`src/acr_pkg.sv`:
```
// Constants and types for the audio path configuration register bank
package acr_pkg;

  localparam logic [3:0]  AUDIO_PAGE     = 4'h2;
  localparam logic [5:0]  OFS_PATH_CTRL  = 6'h00;
  localparam logic [5:0]  OFS_REC_VOLUME = 6'h01;
  localparam logic [15:0] PATH_RESET     = 16'hc003;
  localparam logic [15:0] VOLUME_RESET   = 16'hd7d7;
  localparam logic [15:0] READ_UNMAPPED  = 16'h0000;

  localparam logic [6:0]  GAIN_MAX       = 7'h7f;
  localparam logic [6:0]  GAIN_UNITY     = 7'h57;
  localparam logic [6:0]  GAIN_MIN       = 7'h07;
  localparam logic [6:0]  GAIN_MUTED     = 7'h00;

  localparam logic [3:0]  RATE_LAST      = 4'h8;
  localparam logic [9:0]  RATIO_256      = 10'h100;
  localparam logic [9:0]  RATIO_384      = 10'h180;
  localparam logic [9:0]  RATIO_512      = 10'h200;
  localparam logic [3:0]  PREAMP_0DB     = 4'h0;
  localparam logic [3:0]  PREAMP_6DB     = 4'h6;
  localparam logic [3:0]  PREAMP_12DB    = 4'hc;

  localparam int          CLK_PERIOD_NS  = 8;
  localparam int          STEP_TIME_NS   = 20000;
  localparam int          STEP_CYCLES    = STEP_TIME_NS / CLK_PERIOD_NS;
  localparam logic [11:0] STEP_LAST      = 12'(STEP_CYCLES - 1);

  typedef enum logic [1:0] {
    ACR_FILT_BYPASS = 2'h0,
    ACR_FILT_0P1    = 2'h1,
    ACR_FILT_78U    = 2'h2,
    ACR_FILT_19U    = 2'h3
  } acr_filter_t;

  typedef enum logic [1:0] {
    ACR_SRC_CAPSULE = 2'h0,
    ACR_SRC_LEFT    = 2'h1,
    ACR_SRC_RIGHT   = 2'h2,
    ACR_SRC_AVERAGE = 2'h3
  } acr_source_t;

  typedef enum logic [1:0] {
    ACR_FMT_16_RJ = 2'h0,
    ACR_FMT_20_RJ = 2'h1,
    ACR_FMT_20_LJ = 2'h2,
    ACR_FMT_20_IS = 2'h3
  } acr_format_t;

  typedef enum logic [1:0] {
    ACR_JUST_LEFT  = 2'h0,
    ACR_JUST_RIGHT = 2'h1,
    ACR_JUST_I2S   = 2'h2
  } acr_justify_t;

  typedef struct packed {
    acr_filter_t dc_block_filter_sel;
    acr_source_t left_record_source_sel;
    acr_source_t right_record_source_sel;
    logic [1:0]  preamp_gain_sel;
    logic [1:0]  clock_ratio_sel;
    logic [3:0]  sample_rate_code;
    acr_format_t audio_word_format;
  } acr_path_t;

  typedef struct packed {
    logic       left_record_mute;
    logic [6:0] left_record_gain;
    logic       right_record_mute;
    logic [6:0] right_record_gain;
  } acr_volume_t;

  typedef struct packed {
    logic       wr;
    logic       rd;
    logic [3:0] page;
    logic [5:0] addr;
    logic [15:0] wdata;
  } acr_req_t;

  typedef struct packed {
    logic [6:0] gain_code;
    logic       common_mode_tie;
    logic       ramping;
  } acr_channel_t;

endpackage : acr_pkg

```
`src/acr_config_regs.sv`:
```
// Path control and record volume registers with record gain soft-stepping
`timescale 1ns/1ps
module acr_config_regs (
  input  wire logic          clock,
  input  wire logic          reset_n,
  input  wire acr_pkg::acr_req_t req,
  output logic [15:0]        rdata,
  output logic               rvalid,
  output acr_pkg::acr_path_t path_cfg,
  output logic               filter_enable,
  output logic [9:0]         mclk_ratio,
  output logic [3:0]         preamp_gain_db,
  output logic [16:0]        sample_rate_hz,
  output logic               rate_code_valid,
  output logic               word_is_20bit,
  output acr_pkg::acr_justify_t playback_justify,
  output acr_pkg::acr_justify_t record_justify,
  output acr_pkg::acr_channel_t left_record_converter,
  output acr_pkg::acr_channel_t right_record_converter
);

  acr_pkg::acr_path_t   path_q;
  acr_pkg::acr_volume_t vol_q;
  logic [15:0]          rdata_q;
  logic                 rvalid_q;
  logic [11:0]          step_cnt_q;
  logic [6:0]           left_cur_q;
  logic [6:0]           right_cur_q;

  wire page_hit  = (req.page == acr_pkg::AUDIO_PAGE);
  wire hit_path  = page_hit && (req.addr == acr_pkg::OFS_PATH_CTRL);
  wire hit_vol   = page_hit && (req.addr == acr_pkg::OFS_REC_VOLUME);
  wire step_tick = (step_cnt_q == acr_pkg::STEP_LAST);

  // Target for the ramp: mute bit or an out-of-range code both end at mute
  function automatic logic [6:0] ramp_target(input logic mute, input logic [6:0] code);
    ramp_target = (mute || code < acr_pkg::GAIN_MIN) ? acr_pkg::GAIN_MUTED : code;
  endfunction : ramp_target

  // One half-decibel step; mute sits below the floor, so entry and exit jump
  function automatic logic [6:0] ramp_step(input logic [6:0] cur, input logic [6:0] tgt);
    if (cur > tgt) begin
      ramp_step = (cur <= acr_pkg::GAIN_MIN) ? acr_pkg::GAIN_MUTED : cur - 7'h01;
    end else if (cur < tgt) begin
      ramp_step = (cur < acr_pkg::GAIN_MIN) ? acr_pkg::GAIN_MIN : cur + 7'h01;
    end else begin
      ramp_step = cur;
    end
  endfunction : ramp_step

  function automatic acr_pkg::acr_justify_t justify_of(input acr_pkg::acr_format_t fmt, input logic playback);
    unique case (fmt)
      acr_pkg::ACR_FMT_16_RJ,
      acr_pkg::ACR_FMT_20_RJ: justify_of = playback ? acr_pkg::ACR_JUST_RIGHT : acr_pkg::ACR_JUST_LEFT;
      acr_pkg::ACR_FMT_20_LJ: justify_of = acr_pkg::ACR_JUST_LEFT;
      acr_pkg::ACR_FMT_20_IS: justify_of = acr_pkg::ACR_JUST_I2S;
    endcase
  endfunction : justify_of

  wire [6:0] left_tgt  = ramp_target(vol_q.left_record_mute, vol_q.left_record_gain);
  wire [6:0] right_tgt = ramp_target(vol_q.right_record_mute, vol_q.right_record_gain);

  wire [15:0] read_mux = hit_path ? 16'(path_q) :
                         hit_vol  ? 16'(vol_q)  : acr_pkg::READ_UNMAPPED;

  always_ff @(posedge clock) begin
    if (!reset_n) begin
      path_q <= acr_pkg::acr_path_t'(acr_pkg::PATH_RESET);
    end else if (req.wr && hit_path) begin
      path_q <= acr_pkg::acr_path_t'(req.wdata);
    end
  end

  always_ff @(posedge clock) begin
    if (!reset_n) begin
      vol_q <= acr_pkg::acr_volume_t'(acr_pkg::VOLUME_RESET);
    end else if (req.wr && hit_vol) begin
      vol_q <= acr_pkg::acr_volume_t'(req.wdata);
    end
  end

  always_ff @(posedge clock) begin
    if (!reset_n) begin
      rdata_q  <= 16'h0000;
      rvalid_q <= 1'b0;
    end else begin
      rdata_q  <= req.rd ? read_mux : rdata_q;
      rvalid_q <= req.rd;
    end
  end

  // Free-running step timer shared by both channels
  always_ff @(posedge clock) begin
    if (!reset_n || step_tick) begin
      step_cnt_q <= 12'h000;
    end else begin
      step_cnt_q <= step_cnt_q + 12'h001;
    end
  end

  // Gain starts muted, stays there while the reset mute bits are set, and walks up to the stored code once unmuted
  always_ff @(posedge clock) begin
    if (!reset_n) begin
      left_cur_q  <= acr_pkg::GAIN_MUTED;
      right_cur_q <= acr_pkg::GAIN_MUTED;
    end else if (step_tick) begin
      left_cur_q  <= ramp_step(left_cur_q, left_tgt);
      right_cur_q <= ramp_step(right_cur_q, right_tgt);
    end
  end

  assign rdata    = rdata_q;
  assign rvalid   = rvalid_q;
  // Record source fields pass straight to the analog multiplexers
  assign path_cfg = path_q;

  assign filter_enable = (path_q.dc_block_filter_sel != acr_pkg::ACR_FILT_BYPASS);

  assign mclk_ratio = (path_q.clock_ratio_sel == 2'h1) ? acr_pkg::RATIO_384 :
                      (path_q.clock_ratio_sel == 2'h2) ? acr_pkg::RATIO_512 :
                                                         acr_pkg::RATIO_256;

  assign preamp_gain_db = (path_q.preamp_gain_sel == 2'h2) ? acr_pkg::PREAMP_6DB :
                          (path_q.preamp_gain_sel == 2'h3) ? acr_pkg::PREAMP_12DB :
                                                             acr_pkg::PREAMP_0DB;

  // Undefined rate codes are flagged and leave the rate output at zero
  assign rate_code_valid = (path_q.sample_rate_code <= acr_pkg::RATE_LAST);

  always_comb begin
    unique case (path_q.sample_rate_code)
      4'h0:    sample_rate_hz = 17'd48000;
      4'h1:    sample_rate_hz = 17'd44100;
      4'h2:    sample_rate_hz = 17'd32000;
      4'h3:    sample_rate_hz = 17'd24000;
      4'h4:    sample_rate_hz = 17'd22050;
      4'h5:    sample_rate_hz = 17'd16000;
      4'h6:    sample_rate_hz = 17'd12000;
      4'h7:    sample_rate_hz = 17'd11050;
      4'h8:    sample_rate_hz = 17'd8000;
      default: sample_rate_hz = 17'd0;
    endcase
  end

  assign word_is_20bit    = (path_q.audio_word_format != acr_pkg::ACR_FMT_16_RJ);
  assign playback_justify = justify_of(path_q.audio_word_format, 1'b1);
  assign record_justify   = justify_of(path_q.audio_word_format, 1'b0);

  assign left_record_converter.gain_code        = left_cur_q;
  assign left_record_converter.common_mode_tie  = (left_cur_q < acr_pkg::GAIN_MIN);
  assign left_record_converter.ramping          = (left_cur_q != left_tgt);
  assign right_record_converter.gain_code       = right_cur_q;
  assign right_record_converter.common_mode_tie = (right_cur_q < acr_pkg::GAIN_MIN);
  assign right_record_converter.ramping         = (right_cur_q != right_tgt);
endmodule : acr_config_regs

```
`config.mk`:
```
export PLATFORM = sky130hd
export DESIGN_NAME = acr_config_regs
export DESIGN_NICKNAME = d
export VERILOG_FILES = /design/src/acr_pkg.sv /design/src/acr_config_regs.sv
export SDC_FILE = /design/constraint.sdc
export NUM_CORES = 1
export LEC_CHECK = 0
export BUFFER_PORTS_ARGS = -buffer_cell sky130_fd_sc_hd__buf_2
export CAP_MARGIN = 15
export CORE_UTILIZATION = 50
export DETAILED_ROUTE_END_ITERATION = 7
export GPL_TIMING_DRIVEN = 0
export PLACE_DENSITY_LB_ADDON = 0.08
export SLEW_MARGIN = 0
export SYNTH_ARGS = -nofsm -noshare
export SYNTH_HDL_FRONTEND = slang
export SYNTH_SLANG_ARGS = --single-unit
export TNS_END_PERCENT = 20
```
`constraint.sdc`:
```
create_clock -name clock -period 7.22 [get_ports clock]
set_input_delay 0 -clock clock [delete_from_list [all_inputs] [get_ports clock]]
set_output_delay 0 -clock clock [all_outputs]
set_load 0.02 [all_outputs]
```
# [Word level (Yosys, flattened, before mapping)]
# Memories as Yosys holds them, arrays and structs flattened. A register that Yosys moved wholly into a read port is not among the register bits.
# Cells that the tools add are included.
[totals] reg_bits=75 ramBits=0 mem_bits_ro=224 out_inout_bits=89 mem_count=1 inputBits=30 latch_bits=0 wordCells=83
[op_classes] n_reduce_logical=18 muxes=20 n_div=0 mul=0 shifts=0 order_cmp=11 n_eq_ne=12 add_sub_neg=5 n_bitwise=0
[mem_list] name="(name not given)" depth=16 word_bits=14 rd=1 rd_ports_with_merged_regs=1 wr=0 line_no="acr_config_regs.sv:131" text="unique case (path_q.sample_rate_code)"
[ops] cell="$mux W7" count=10
[ops] cell="$mux W16" count=2
[ops] cell="$lt A7 B3 Y1 const B" count=4
[ops] cell="$mux W10" count=2
[ops] cell="$mux W4" count=4
[ops] cell="$add A7 B1 Y7 const B" count=2
[ops] cell="$gt A7 B7 Y1" count=2
[ops] cell="$le A7 B3 Y1 const B" count=2
[ops] cell="$lt A7 B7 Y1" count=2
[ops] cell="$ne A7 B7 Y1" count=2
[ops] cell="$sub A7 B1 Y7 const B" count=2
[ops] cell="$add A12 B1 Y12 const B" count=1
[ops] cell="$eq A12 B12 Y1 const B" count=1
[ops] cell="$eq A2 B2 Y1 const B" count=5
[ops] cell="$reduce_bool A2 Y1" count=4
[ops] cell="$eq A6 B1 Y1 const B" count=1
[ops] cell="$logic_not A6 Y1" count=1
[ops] cell="$pmux W2 S3" count=1
[ops] cell="$eq A2 B1 Y1 const B" count=2
[ops] cell="$eq A4 B2 Y1 const B" count=1
[ops] cell="$le A4 B4 Y1 const B" count=1
[ops] cell="$logic_and A1 B1 Y1" count=4
[ops] cell="$pmux W2 S2" count=1
[ops] cell="$reduce_and A2 Y1" count=2
[ops] cell="other kinds (5)" count=7

# [Depth between registers and ports, before layout]
# Gate-level depths: netlist (run 1).
[logic_depth] ltp_word=6 ltp_mapped=12 ltp_nobuf=11

# [Worst setup path after synthesis (run 1)]
# No wires, ideal clock.
[synth_path] path_kind="register to register" startpoint="register vol_q[14] in the netlist's numbering" endpoint="register left_cur_q[5]" setup_slack_ps=4647 arrival_ps=2494 path_stages_with_launch=12 setup_time_ps=79 required_ps=7141 path_buffers=0 path_cell_list="dfxtp_1 nor4_1 a21oi_1 and2_1 ha_1 nand3_1 nor2_1 inv_1 o21ai_1 mux2_2 or3_1 o211ai_1"
[synth_between] elab_chain_len=6 word_cells_on_any_way=8
[synth_rtl] item="start: declaration" line_no="acr_config_regs.sv:23" text="acr_pkg::acr_volume_t vol_q;"
[synth_rtl] item="start signal: assignment" line_no="acr_config_regs.sv:76" text="vol_q <= acr_pkg::acr_volume_t'(acr_pkg::VOLUME_RESET);"
[synth_rtl] item="start signal: assignment" line_no="acr_config_regs.sv:78" text="vol_q <= acr_pkg::acr_volume_t'(req.wdata);"
[synth_rtl] item="$lt A7 B3 Y1" line_no="acr_config_regs.sv:37" text="ramp_target = (mute || code < acr_pkg::GAIN_MIN) ? acr_pkg::GAIN_MUTED : code;"
[synth_rtl] item="$logic_or A1 B1 Y1" line_no="acr_config_regs.sv:37"
[synth_rtl] item="$mux W7 *" line_no="acr_config_regs.sv:37"
[synth_rtl] item="$gt A7 B7 Y1 / $lt A7 B7 Y1 (equally long branches)" line_no="acr_config_regs.sv:42, acr_config_regs.sv:44"
[synth_rtl] item="$reduce_bool A2 Y1 (no line)"
[synth_rtl] item="$reduce_and A2 Y1 (no line)"
[synth_rtl] item="end signal: assignment" line_no="acr_config_regs.sv:104" text="left_cur_q <= acr_pkg::GAIN_MUTED;"
[synth_rtl] item="end signal: assignment" line_no="acr_config_regs.sv:107" text="left_cur_q <= ramp_step(left_cur_q, left_tgt);"
[synth_rtl] item="end: declaration" line_no="acr_config_regs.sv:27" text="logic [6:0] left_cur_q;"
# Mark *: on every way between the ends. The rest lies on a longest branch, timed or not.
# A chain may end at the register's enable or synchronous reset.

# [Final worst setup path (run 1)]
[layout_path] startpoint="register vol_q[10] in the netlist's numbering" endpoint="register left_cur_q[6]"
# The elaborated chain is that of the path after synthesis.

==> reports/results.md, run 1 <==
| Parameter | Value | Unit |
|:---|:---|:---|
| Dpl cells | 807 | - |
| Status | completed | - |
| Number of DRC violations after detailed routing | 0 | - |
| Reg-to-reg slack, setup | 4.17 | ns |
| Post-synthesis cell type with the largest combined area | sky130_fd_sc_hd__dfxtp_1 | - |
| Sequential fraction of the synthesis area | 38.0 | % |
| Cell types with the highest counts after synthesis | 89 x sky130_fd_sc_hd__dfxtp_1, 88 x sky130_fd_sc_hd__nand2_1, 54 x sky130_fd_sc_hd__nor2_1 | - |
| Number of warnings issued by yosys | 0 | - |
| Worst Setup Path Type | flop to flop | - |
| Die outline area | 9780 | um2 |
| Count of pins on the block boundary | 119 | - |
| Port Buffer Count | 104 | - |
| Pin count of the biggest net entering global routing | 17 | - |
| Buffer type at the clock tree root | sky130_fd_sc_hd__clkbuf_8 | - |
| Nets | 782 | - |
| CP Data Arrival Time | 3.32 | ns |
| Final weighted congestion in routability-driven placement | 0.914 | - |
| Number of setup buffers added after CTS | 0 | - |
| DIE WIDTH | 98.9 | um |
| Most frequently used cell type in the post-synthesis netlist | sky130_fd_sc_hd__dfxtp_1 | - |
| Relative max-transition margin | 42.6 | % |
| Final wirelength | 12900 | um |
| First-pass GRT wire length | 20700 | um |
| Post-synth ARST share | 0 | % |
| Clock edge transition at the registers on the reported setup and hold paths | 0.10 | ns |
| Synthesized instance count | 584 | - |
| Top fanout value on the critical path | 10 | - |
| Via-to-Cell Ratio | 5.66 | - |
| Launch point of the worst hold path | req[27] | - |
| Storage element area | 1780 | um2 |
| Required time at the worst-slack endpoint | 7.48 | ns |
| Detailed Route Iter0 Violations | 227 | - |
| Antenna Cells | 0 | - |
| Fillers | 783 | - |
| Fmax | 0.328 | GHz |
| Number of antenna violations at the first check in global routing | 0 | - |
| Post-synthesis register bit count | 89 | - |
| GRT Total Usage | 26.7 | % |
| Initial standard-cell utilization of the core | 52.8 | % |
| Number of sinks handled by clock tree synthesis | 89 | - |
| TritonCTS clock tree | yes | - |
| Synth unique cells | 70 | - |
| Overall die height | 98.9 | um |
| Count of endpoints failing hold in the final timing report | 0 | - |
| Final worst path period need | 3.05 | ns |
| Cell count of the worst hold path | 4 | - |
| Worst R2R Start | vol_q[10] | - |
| Max rail drop VDD | 0.000114 | V |
| Number of failing setup endpoints in the final timing report | 0 | - |
| Per-cell routed wire length | 15.4 | um |
| H-tree level count | 3 | - |
| Layout overhead on the synthesized area | 23.2 | % |
| Slew at the pin closest to its max-slew limit | 0.854 | ns |
| Worst hold path endpoint | sample_rate_hz[8] | - |
| TritonCTS buffer count | 9 | - |
| Clk_lat worst skew | 0.37 | ns |
| Number of standard cells in the layout, taps in and fillers out | 840 | - |
| Worst clock skew | 0.00679 | ns |
| Worst reg2reg path depth | 10 | - |
| Total core area | 8890 | um2 |
| EDFF count, synth | 0 | - |
| Antenna-violating nets left | 0 | - |
| Type of the most critical hold path | input pin to flop | - |
| Vias in the first global route | 4226 | - |
| Number of pins exceeding their max-slew limit in the final report | 0 | - |
| Total power density per cell area | 171 | nW/um2 |
| Count of max-cap constraint violations | 0 | - |
| Worst setup SP type | flop | - |
| Combined area of all synthesized cells | 4690 | um2 |
| Cells resized by post-CTS repair | 0 | - |
| Remaining Overflow, GRT | 0 | - |
| Hold buffer count at cts | 17 | - |
| Max Root-Sink Buffers | 2 | - |
| Predominant post-synthesis flop cell | sky130_fd_sc_hd__dfxtp_1 | - |
| RSZ-0062 raised after global routing | false | - |
| Area of the multi-input gates | 2660 | um2 |
| Count of TritonRoute iterations in the first routing pass | 4 | - |
| Leakage power | 2.54 | nW |
| Area contributors post-synth | sky130_fd_sc_hd__dfxtp_1 38%, sky130_fd_sc_hd__nand2_1 7.0%, sky130_fd_sc_hd__ha_1 6.7% | - |
| Row cnt | 34 | - |
| Synthesized area per cell | 8.04 | um2 |
| HPWL Detailed | 9290 | um |
| Post-route fraction of the period consumed by the critical path | 42.3 | % |
| End of the worst register-to-register path | left_cur_q[6] | - |
| Share of final-layout standard cells stronger than drive strength 1 | 21.2 | % |
| Share of the synthesized area in the top cell type | 38.0 | % |
| Accumulated negative setup slack | 0 | ns |
| Count of vias placed by the detailed router | 4758 | - |
| Crit end category | flop | - |
how the worst max path moves through the flow:
stage | startpoint | endpoint | slack [ns]
5_1_grt | vol_q[6] | right_cur_q[1] | 3.87
3_3_place_gp | vol_q[1] | right_cur_q[1] | 4.34
2_1_floorplan | vol_q[14] | left_cur_q[5] | 4.65
3_5_place_dp | vol_q[1] | right_cur_q[1] | 4.25
4_1_cts | vol_q[1] | right_cur_q[1] | 4.23
6_report | vol_q[10] | left_cur_q[6] | 4.17
layout by cell type (no fill, tap or decap), types with 13 or more instances in the layout:
cell type and instances:
sky130_fd_sc_hd__a21oi_1 38, sky130_fd_sc_hd__clkbuf_1 25, sky130_fd_sc_hd__a211oi_1 20, sky130_fd_sc_hd__a22oi_1 16, sky130_fd_sc_hd__ha_1 25, sky130_fd_sc_hd__nor2_1 54
sky130_fd_sc_hd__nor3_1 14, sky130_fd_sc_hd__buf_2 106, sky130_fd_sc_hd__inv_1 19, sky130_fd_sc_hd__nand2_1 88, sky130_fd_sc_hd__buf_4 13, sky130_fd_sc_hd__dlygate4sd3_1 17
sky130_fd_sc_hd__dfxtp_1 89, sky130_fd_sc_hd__nand3_1 33, sky130_fd_sc_hd__o21ai_0 20
logic make-up (layout without fill, tap and decap cells):
logic type      after synthesis  in the layout  share of synthesized area (%)
simple gates                261            261                           27.4
compound gates              126            126                           17.5
flops                        89             89                           38.0
buf+inv                      63            200                           6.32
fa+ha+maj                    25             25                           6.66
xor+xnor                     10             10                           1.87
mux                           9              9                           2.24
other cells                   1             12                         0.0799
stage by stage:
step | setup WS, ns | utilization, % | hold WS (ns) | cell area [um2] | power [W]
final | 4.17 | 65.1 | 0.133 | 5790 | 0.000987
after global routing | 3.87 | 65.1 | 0.136 | 5790 | 0.00102
after CTS | 4.23 | 65.1 | 0.116 | 5790 | 0.000991
after detailed placement | 4.25 | 60.6 | 0.229 | 5390 | 0.000594
after global placement | 4.34 | 60.6 | 0.224 | 5390 | 0.000593
after floorplan | 4.65 | - | 0.124 | 4740 | 0.000566
metal layers:
layer  vias to the layer above  GRT usage [%]  wire [um]
li1                       2323              -          -
met1                      2217           37.0       5870
met2                       196           42.3       5880
met3                        22           3.48        911
met4                         0           10.4        246
met5                         -              0          0
flip-flops by register name, summed over array words and instances (netlist names):
name,count
left_cur_q,7
sample_rate_hz,14
right_cur_q,7
vol_q,16
rvalid,1
path_cfg,16
step_cnt_q,12
rdata,16
cell type report:
type	count	share of cell area (%)
multi-input cells	443	45.9
plain buffers	43	3.83
clock buffers	9	2.14
well taps	108	2.34
clock inverters	7	1.73
inverters	20	1.30
repair buffers	121	11.9
flip-flops and latches	89	30.8
power by group:
group	internal [W]	total (W)	switching, W
clock network	0.000199	0.000396	0.000197
registers	0.000497	0.000503	0.00000539
logic	0.0000353	0.0000889	0.0000537
total	0.000731	0.000987	0.000256
critical path, stage by stage (launching register included):
cell and delay, ns:
sky130_fd_sc_hd__dfxtp_1 0.42, sky130_fd_sc_hd__nand3_1 0.10, sky130_fd_sc_hd__a21oi_1 0.22, sky130_fd_sc_hd__nand2_1 0.10, sky130_fd_sc_hd__ha_1 0.33, sky130_fd_sc_hd__a21oi_1 0.23, sky130_fd_sc_hd__a21oi_1 0.14, sky130_fd_sc_hd__o21ai_1 0.53
sky130_fd_sc_hd__clkbuf_1 0.42, sky130_fd_sc_hd__o21ai_0 0.19, sky130_fd_sc_hd__a311o_1 0.28
Note: power is estimated with default switching activity, not from simulation.
==> run 2, diff against run 1 <==
clock period = 3.01 ns   (was 7.22 ns; I/O delays follow)
==> run 2 against run 1 <==
Net effect: utilization increased by 0.11 points; sequential share of layout area down 0.053 points; critical path depth unchanged; final cell count unchanged; cell area increased by 0.17%; flip-flop and latch count did not move; largest cell class unchanged.
==> reports/results.md, run 2 (synthesis gave the netlist of run 1 again) <==
| Parameter | Value | Unit | Change |
|:---|:---|:---|:---|
| Number of antenna violations at the first check in global routing | 0 | - | unchanged |
| Type of the most critical hold path | input pin to flop | - | unchanged |
| Number of pins exceeding their max-slew limit in the final report | 0 | - | unchanged |
| Per-cell routed wire length | 15.4 | um | about the same |
| Relative max-transition margin | 42.6 | % | about the same |
| Antenna Cells | 0 | - | unchanged |
| Die outline area | 9780 | um2 | unchanged |
| Nets | 782 | - | unchanged |
| Antenna-violating nets left | 0 | - | unchanged |
| TritonCTS buffer count | 9 | - | unchanged |
| Worst slack at placement | 0.0374 | ns | was 4.25 ns |
| Number of failing setup endpoints in the final timing report | 0 | - | unchanged |
| Met1 Use GR | 37.0 | % | unchanged |
| First-pass GRT wire length | 20700 | um | unchanged |
| Most common library cell in the layout ignoring fill and taps | sky130_fd_sc_hd__buf_2 | - | unchanged |
| GR Layer Usage met3 | 3.48 | % | unchanged |
| Crit end category | flop | - | unchanged |
| Power, Total | 0.00237 | W | was 0.000987 W |
| Status | completed | - | unchanged |
| Total core area | 8890 | um2 | unchanged |
| Worst clock skew | 0.00900 | ns | was 0.00679 ns |
| CP Data Arrival Time | 3.05 | ns | was 3.32 ns |
| Final worst path period need | 2.76 | ns | was 3.05 ns |
| Pin count of the biggest net entering global routing | 17 | - | unchanged |
| Count of endpoints failing hold in the final timing report | 0 | - | unchanged |
| Row cnt | 34 | - | unchanged |
| Clock edge transition at the registers on the reported setup and hold paths | 0.10 | ns | about the same |
| Buffer type at the clock tree root | sky130_fd_sc_hd__clkbuf_8 | - | unchanged |
| Final wirelength | 12900 | um | about the same |
| Total power density per cell area | 409 | nW/um2 | was 171 nW/um2 |
| Max Root-Sink Buffers | 2 | - | unchanged |
| DIE WIDTH | 98.9 | um | unchanged |
| Remaining Overflow, GRT | 0 | - | unchanged |
| Fillers | 781 | - | was 783 |
| Detailed Route Iter0 Violations | 230 | - | was 227 |
| H-tree level count | 3 | - | unchanged |
| Leakage power | 2.55 | nW | was 2.54 nW |
| Required time at the worst-slack endpoint | 3.31 | ns | was 7.48 ns |
| Leading cell types in the layout, fill and taps excluded | 106 x sky130_fd_sc_hd__buf_2, 89 x sky130_fd_sc_hd__dfxtp_1, 88 x sky130_fd_sc_hd__nand2_1 | - | unchanged |
| Via-to-Cell Ratio | 5.65 | - | was 5.66 |
| Accumulated negative setup slack | 0 | ns | unchanged |
| Max rail drop VDD | 0.000273 | V | was 0.000114 V |
| TritonCTS clock tree | yes | - | unchanged |
| GRT Total Usage | 26.7 | % | unchanged |
| Fmax | 0.363 | GHz | was 0.328 GHz |
| Worst setup SP type | flop | - | unchanged |
| Top fanout value on the critical path | 8 | - | was 10 |
| Count of pins on the block boundary | 119 | - | unchanged |
| Share of final-layout standard cells stronger than drive strength 1 | 21.7 | % | was 21.2% |
| Number of sinks handled by clock tree synthesis | 89 | - | unchanged |
| Slew at the pin closest to its max-slew limit | 0.854 | ns | about the same |
| Vias in the first global route | 4226 | - | unchanged |
| Port Buffer Count | 104 | - | unchanged |
| Number of setup buffers added after CTS | 0 | - | unchanged |
| Number of DRC violations after detailed routing | 0 | - | unchanged |
| RSZ-0062 raised after global routing | false | - | unchanged |
| Worst Setup Path Type | flop to flop | - | unchanged |
| Count of vias placed by the detailed router | 4745 | - | was 4758 |
| Count of TritonRoute iterations in the first routing pass | 4 | - | unchanged |
| Initial standard-cell utilization of the core | 52.8 | % | unchanged |
| Post-route fraction of the period consumed by the critical path | 91.6 | % | was 42.3% |
| GR Util met2 | 42.3 | % | unchanged |
| Count of max-cap constraint violations | 0 | - | unchanged |
| Layout overhead on the synthesized area | 23.5 | % | was 23.2% |
| Final weighted congestion in routability-driven placement | 0.914 | - | unchanged |
| Overall die height | 98.9 | um | unchanged |
| Clk_lat worst skew | 0.37 | ns | about the same |
| HPWL Detailed | 9290 | um | unchanged |
| Post-layout worst setup margin | 0.253 | ns | was 4.17 ns |
| Most used routing layer | met2 | - | unchanged |
## run 2: cell count changes in the layout (fill, tap and decap cells not counted)
| cell | change |
|---|---|
| sky130_fd_sc_hd__clkbuf_1 | -2 |
| sky130_fd_sc_hd__clkbuf_2 | +2 |
| sky130_fd_sc_hd__o21ai_1 | -2 |
| sky130_fd_sc_hd__o21ai_2 | +2 |
## run 2: worst max-delay path, stage by stage (launching register included)
cell	delay [ns]
sky130_fd_sc_hd__dfxtp_1	0.42
sky130_fd_sc_hd__nand3_1	0.10
sky130_fd_sc_hd__a21oi_1	0.22
sky130_fd_sc_hd__nand2_1	0.10
sky130_fd_sc_hd__ha_1	0.33
sky130_fd_sc_hd__a21oi_1	0.23
sky130_fd_sc_hd__a21oi_1	0.15
sky130_fd_sc_hd__o21ai_2	0.34
sky130_fd_sc_hd__mux2_2	0.38
sky130_fd_sc_hd__or3_1	0.34
sky130_fd_sc_hd__o211ai_1	0.09
## run 2: layer usage
metal / share of wire, % / wire [um] / up-vias
met5: 0 / 0 / -
met4: 1.7 / 226 / 0
met3: 6.1 / 794 / 24
met2: 46 / 6010 / 186
met1: 46 / 5900 / 2212
li1: - / - / 2323
## run 2: per-stage QoR
step / hold WS [ns] / utilization, % / instance area (um2) / std cells
after floorplan: 0.124 / - / 4740 / 595
after global placement: 0.224 / 60.6 / 5390 / 807
after detailed placement: 0.229 / 60.6 / 5390 / 807
after CTS: 0.116 / 65.1 / 5790 / 840
after global routing: 0.136 / 65.2 / 5800 / 840
final: 0.128 / 65.2 / 5800 / 840
## run 2: worst paths after layout
kind,cells after the start,start,endpoint,slack (ns)
worst max-delay path,10,vol_q[10],left_cur_q[5],0.25
worst min-delay path,4,req[27],sample_rate_hz[8],0.13
worst max register to register,10,vol_q[10],left_cur_q[5],0.25
worst min register to register,1,step_cnt_q[0],step_cnt_q[0],0.46
## run 2: cell type report
cell class	count	area [um2]	area share [%]
multi-input cells	443	2670	46.0
inverters	20	75.1	1.30
plain buffers	43	224	3.86
flip-flops and latches	89	1780	30.7
repair buffers	121	691	11.9
well taps	108	135	2.33
clock inverters	7	100	1.73
clock buffers	9	124	2.14
## run 2: report_power, final
part / total [W] / leakage [nW] / switching (W) / internal, W
logic: 0.000215 / 1.71 / 0.000130 / 0.0000852
clock network: 0.000950 / 0.115 / 0.000473 / 0.000477
registers: 0.00121 / 0.722 / 0.0000129 / 0.00119
total: 0.00237 / 2.55 / 0.000616 / 0.00175
## run 2: timing repair
action                     in CTS  in global routing
resized for setup               0                  6
hold endpoints to repair       32                  0
hold buffers                   17                  0
setup endpoints to repair       0                 14
==> run 3, diff against run 2 <==
CORE_ASPECT_RATIO = 0.6   (was not set)
PLACE_DENSITY = 0.81   (was not set)
PLACE_DENSITY_LB_ADDON = not set   (was 0.08)
SLEW_MARGIN = 10   (was 0)
==> run 3 against run 2 <==
Net effect: flip-flop and latch count stayed put; die area is 0.13% higher; setup slack lost 0.16 ns; first-iteration DRC count increased to 3.5 times the previous value; utilization up 2.1 points; largest cell class unchanged; routed wire length increased by 9.6%.
==> reports/results.md, run 3 (synthesis gave the netlist of run 1 again) <==
| Parameter | Value | Unit | Change |
|:---|:---|:---|:---|
| CP Data Arrival Time | 3.18 | ns | was 3.05 ns |
| Final wirelength | 14200 | um | was 12900 um |
| Crit end category | flop | - | unchanged |
| Worst hold path endpoint | rdata[1] | - | was sample_rate_hz[8] |
| Buffer type at the clock tree root | sky130_fd_sc_hd__clkbuf_16 | - | was sky130_fd_sc_hd__clkbuf_8 |
| Number of sinks handled by clock tree synthesis | 89 | - | unchanged |
| Initial standard-cell utilization of the core | 53.3 | % | was 52.8% |
| Layout overhead on the synthesized area | 26.3 | % | was 23.5% |
| Status | completed | - | unchanged |
| Count of max-cap constraint violations | 0 | - | unchanged |
| Row cnt | 26 | - | was 34 |
| Max Root-Sink Buffers | 2 | - | unchanged |
| Total power density per cell area | 452 | nW/um2 | was 409 nW/um2 |
| Number of antenna violations at the first check in global routing | 0 | - | unchanged |
| Worst reg2reg path depth | 11 | - | was 10 |
| Max rail drop VDD | 0.000273 | V | about the same |
| Reg-to-reg slack, setup | 0.1 | ns | was 0.25 ns |
| DIE WIDTH | 127 | um | was 98.9 um |
| Leading cell types in the layout, fill and taps excluded | 106 x sky130_fd_sc_hd__buf_2, 89 x sky130_fd_sc_hd__dfxtp_1, 88 x sky130_fd_sc_hd__nand2_1 | - | unchanged |
| Peak per-stage delay on the critical path | 0.37 | ns | was 0.42 ns |
| Pin count of the biggest net entering global routing | 17 | - | unchanged |
| Final weighted congestion in routability-driven placement | 0.913 | - | was 0.914 |
| Critical Path Slowest Stage Cell | sky130_fd_sc_hd__dfxtp_1 | - | unchanged |
| Detailed Route Iter0 Violations | 799 | - | was 230 |
| Dpl cells | 825 | - | was 807 |
| Worst R2R Start | vol_q[14] | - | was vol_q[10] |
| Share of final-layout standard cells stronger than drive strength 1 | 22.2 | % | was 21.7% |
| Relative max-transition margin | 44.5 | % | was 42.6% |
| Required time at the worst-slack endpoint | 3.27 | ns | was 3.31 ns |
| Overall die height | 77.1 | um | was 98.9 um |
| Number of standard cells in the layout, taps in and fillers out | 857 | - | was 840 |
| Total core area | 8820 | um2 | was 8890 um2 |
| H-tree level count | 3 | - | unchanged |
| Nets | 781 | - | was 782 |
| Post-route fraction of the period consumed by the critical path | 96.8 | % | was 91.6% |
| Worst setup SP type | flop | - | unchanged |
| TritonCTS clock tree | yes | - | unchanged |
| Port Buffer Count | 104 | - | unchanged |
| HPWL Detailed | 10300 | um | was 9290 um |
| Critical path cell sequence | nor4_2 > a21oi_1 > and2_1 > ha_1 > nand3_1 > nor2_1 > o32a_1 > clkbuf_1 > nand2b_2 > or3_1 > o211ai_1 | - | was nand3_1 > a21oi_1 > nand2_1 > ha_1 > a21oi_1 > a21oi_1 > o21ai_2 > mux2_2 > or3_1 > o211ai_1 |
| Number of setup buffers added after CTS | 0 | - | unchanged |
| End of the worst register-to-register path | left_cur_q[5] | - | unchanged |
| TritonCTS buffer count | 9 | - | unchanged |
| Count of vias placed by the detailed router | 4953 | - | was 4745 |
| Count of pins on the block boundary | 119 | - | unchanged |
| Fmax | 0.343 | GHz | was 0.363 GHz |
| Most common library cell in the layout ignoring fill and taps | sky130_fd_sc_hd__buf_2 | - | unchanged |
| Launch point of the worst hold path | req[26] | - | was req[27] |
| Number of failing setup endpoints in the final timing report | 0 | - | unchanged |
| Worst clock skew | 0.00956 | ns | was 0.00900 ns |
| Worst hold-check slack | 0.0594 | ns | was 0.128 ns |
| Per-cell routed wire length | 16.5 | um | was 15.4 um |
| RSZ-0062 raised after global routing | false | - | unchanged |
| Leakage power | 2.60 | nW | was 2.55 nW |
| Slew at the pin closest to its max-slew limit | 0.825 | ns | was 0.854 ns |
| Count of endpoints failing hold in the final timing report | 0 | - | unchanged |
| Number of pins exceeding their max-slew limit in the final report | 0 | - | unchanged |
| Clk_lat worst skew | 0.34 | ns | was 0.37 ns |
| Fillers | 718 | - | was 781 |
| Cell count of the worst hold path | 3 | - | was 4 |
| First-pass GRT wire length | 22500 | um | was 20700 um |
| Remaining Overflow, GRT | 0 | - | unchanged |
| Die outline area | 9790 | um2 | was 9780 um2 |
| Clock edge transition at the registers on the reported setup and hold paths | 0.07 | ns | was 0.10 ns |
| Final worst path period need | 2.91 | ns | was 2.76 ns |
| Antenna Cells | 0 | - | unchanged |
| Type of the most critical hold path | input pin to flop | - | unchanged |
| Top fanout value on the critical path | 10 | - | was 8 |
| Number of DRC violations after detailed routing | 0 | - | unchanged |
| Via-to-Cell Ratio | 5.78 | - | was 5.65 |
| Vias in the first global route | 4464 | - | was 4226 |
| GRT Total Usage | 29.5 | % | was 26.7% |
| Count of TritonRoute iterations in the first routing pass | 5 | - | was 4 |
| Worst Setup Path Type | flop to flop | - | unchanged |
| Antenna-violating nets left | 0 | - | unchanged |
==> run 3: changes by cell type in the layout (fill, tap and decap cells not counted), sizes merged <==
cell / delta
clkbuf: +1
clkinv: -2
dlygate4sd3: -1
inv: +1
==> run 3: per-stage QoR <==
stage	utilization, %	setup TNS, ns	instance area (um2)	setup slack, ns	total power, W
after floorplan	-	0	4740	0.437	0.00136
after global placement	61.4	0	5410	0.141	0.00142
after detailed placement	61.4	-0.0379	5410	-0.0379	0.00143
after CTS	67.1	0	5910	0.0336	0.00267
after global routing	67.3	0	5930	0.00467	0.00276
final	67.3	0	5930	0.0962	0.00268
==> run 3: worst max-delay path by stage <==
| stage | startpoint | to | slack [ns] | cells past startpoint |
|---|---|---|---|---|
| finish | vol_q[14] | left_cur_q[5] | 0.1 | 11 |
| global route | vol_q[14] | left_cur_q[5] | 0.005 | 11 |
| CTS | vol_q[14] | left_cur_q[6] | 0.03 | 10 |
| detailed placement | vol_q[14] | left_cur_q[6] | -0.04 | 10 |
| global placement | vol_q[14] | left_cur_q[6] | 0.14 | 10 |
| floorplan | vol_q[14] | left_cur_q[5] | 0.44 | 11 |
==> run 3: routing by layer <==
layer | share of wire (%) | vias to the layer above | GRT usage [%]
li1 | - | 2326 | -
met1 | 45 | 2282 | 41.4
met2 | 42 | 317 | 44.7
met3 | 11 | 28 | 7.96
met4 | 1.4 | 0 | 6.90
met5 | 0 | - | 0
==> run 3: cell type report <==
cell class	instances	area [um2]	area share, %
Clock buffer	10	239	4.03
Tap cell	126	158	2.66
Multi-Input combinational cell	443	2680	45.1
Sequential cell	89	1780	30.0
Buffer	43	224	3.78
Timing Repair Buffer	120	681	11.5
Inverter	20	75.1	1.27
Clock inverter	6	95.1	1.60
==> run 3: timing repair <==
action,4_1_cts,5_1_grt
resized for setup,1,8
hold endpoints to repair,29,0
hold buffers,16,0
pin swaps,0,0
endpoints found under the setup margin,6,14
==> run 3: critical path: cells and delay by family, from the launching register on <==
family          cells  cell delay, ns
buf+inv             1            0.26
simple gates        6            1.35
fa+ha+maj           1            0.27
compound gates      3            0.59
flops               1            0.37
==> run 3: power breakdown <==
| group | internal [W] | switching (W) |
|---|---|---|
| combinational | 0.0000844 | 0.000134 |
| clock | 0.000762 | 0.000496 |
| sequential | 0.00119 | 0.0000138 |
| total | 0.00204 | 0.000643 |
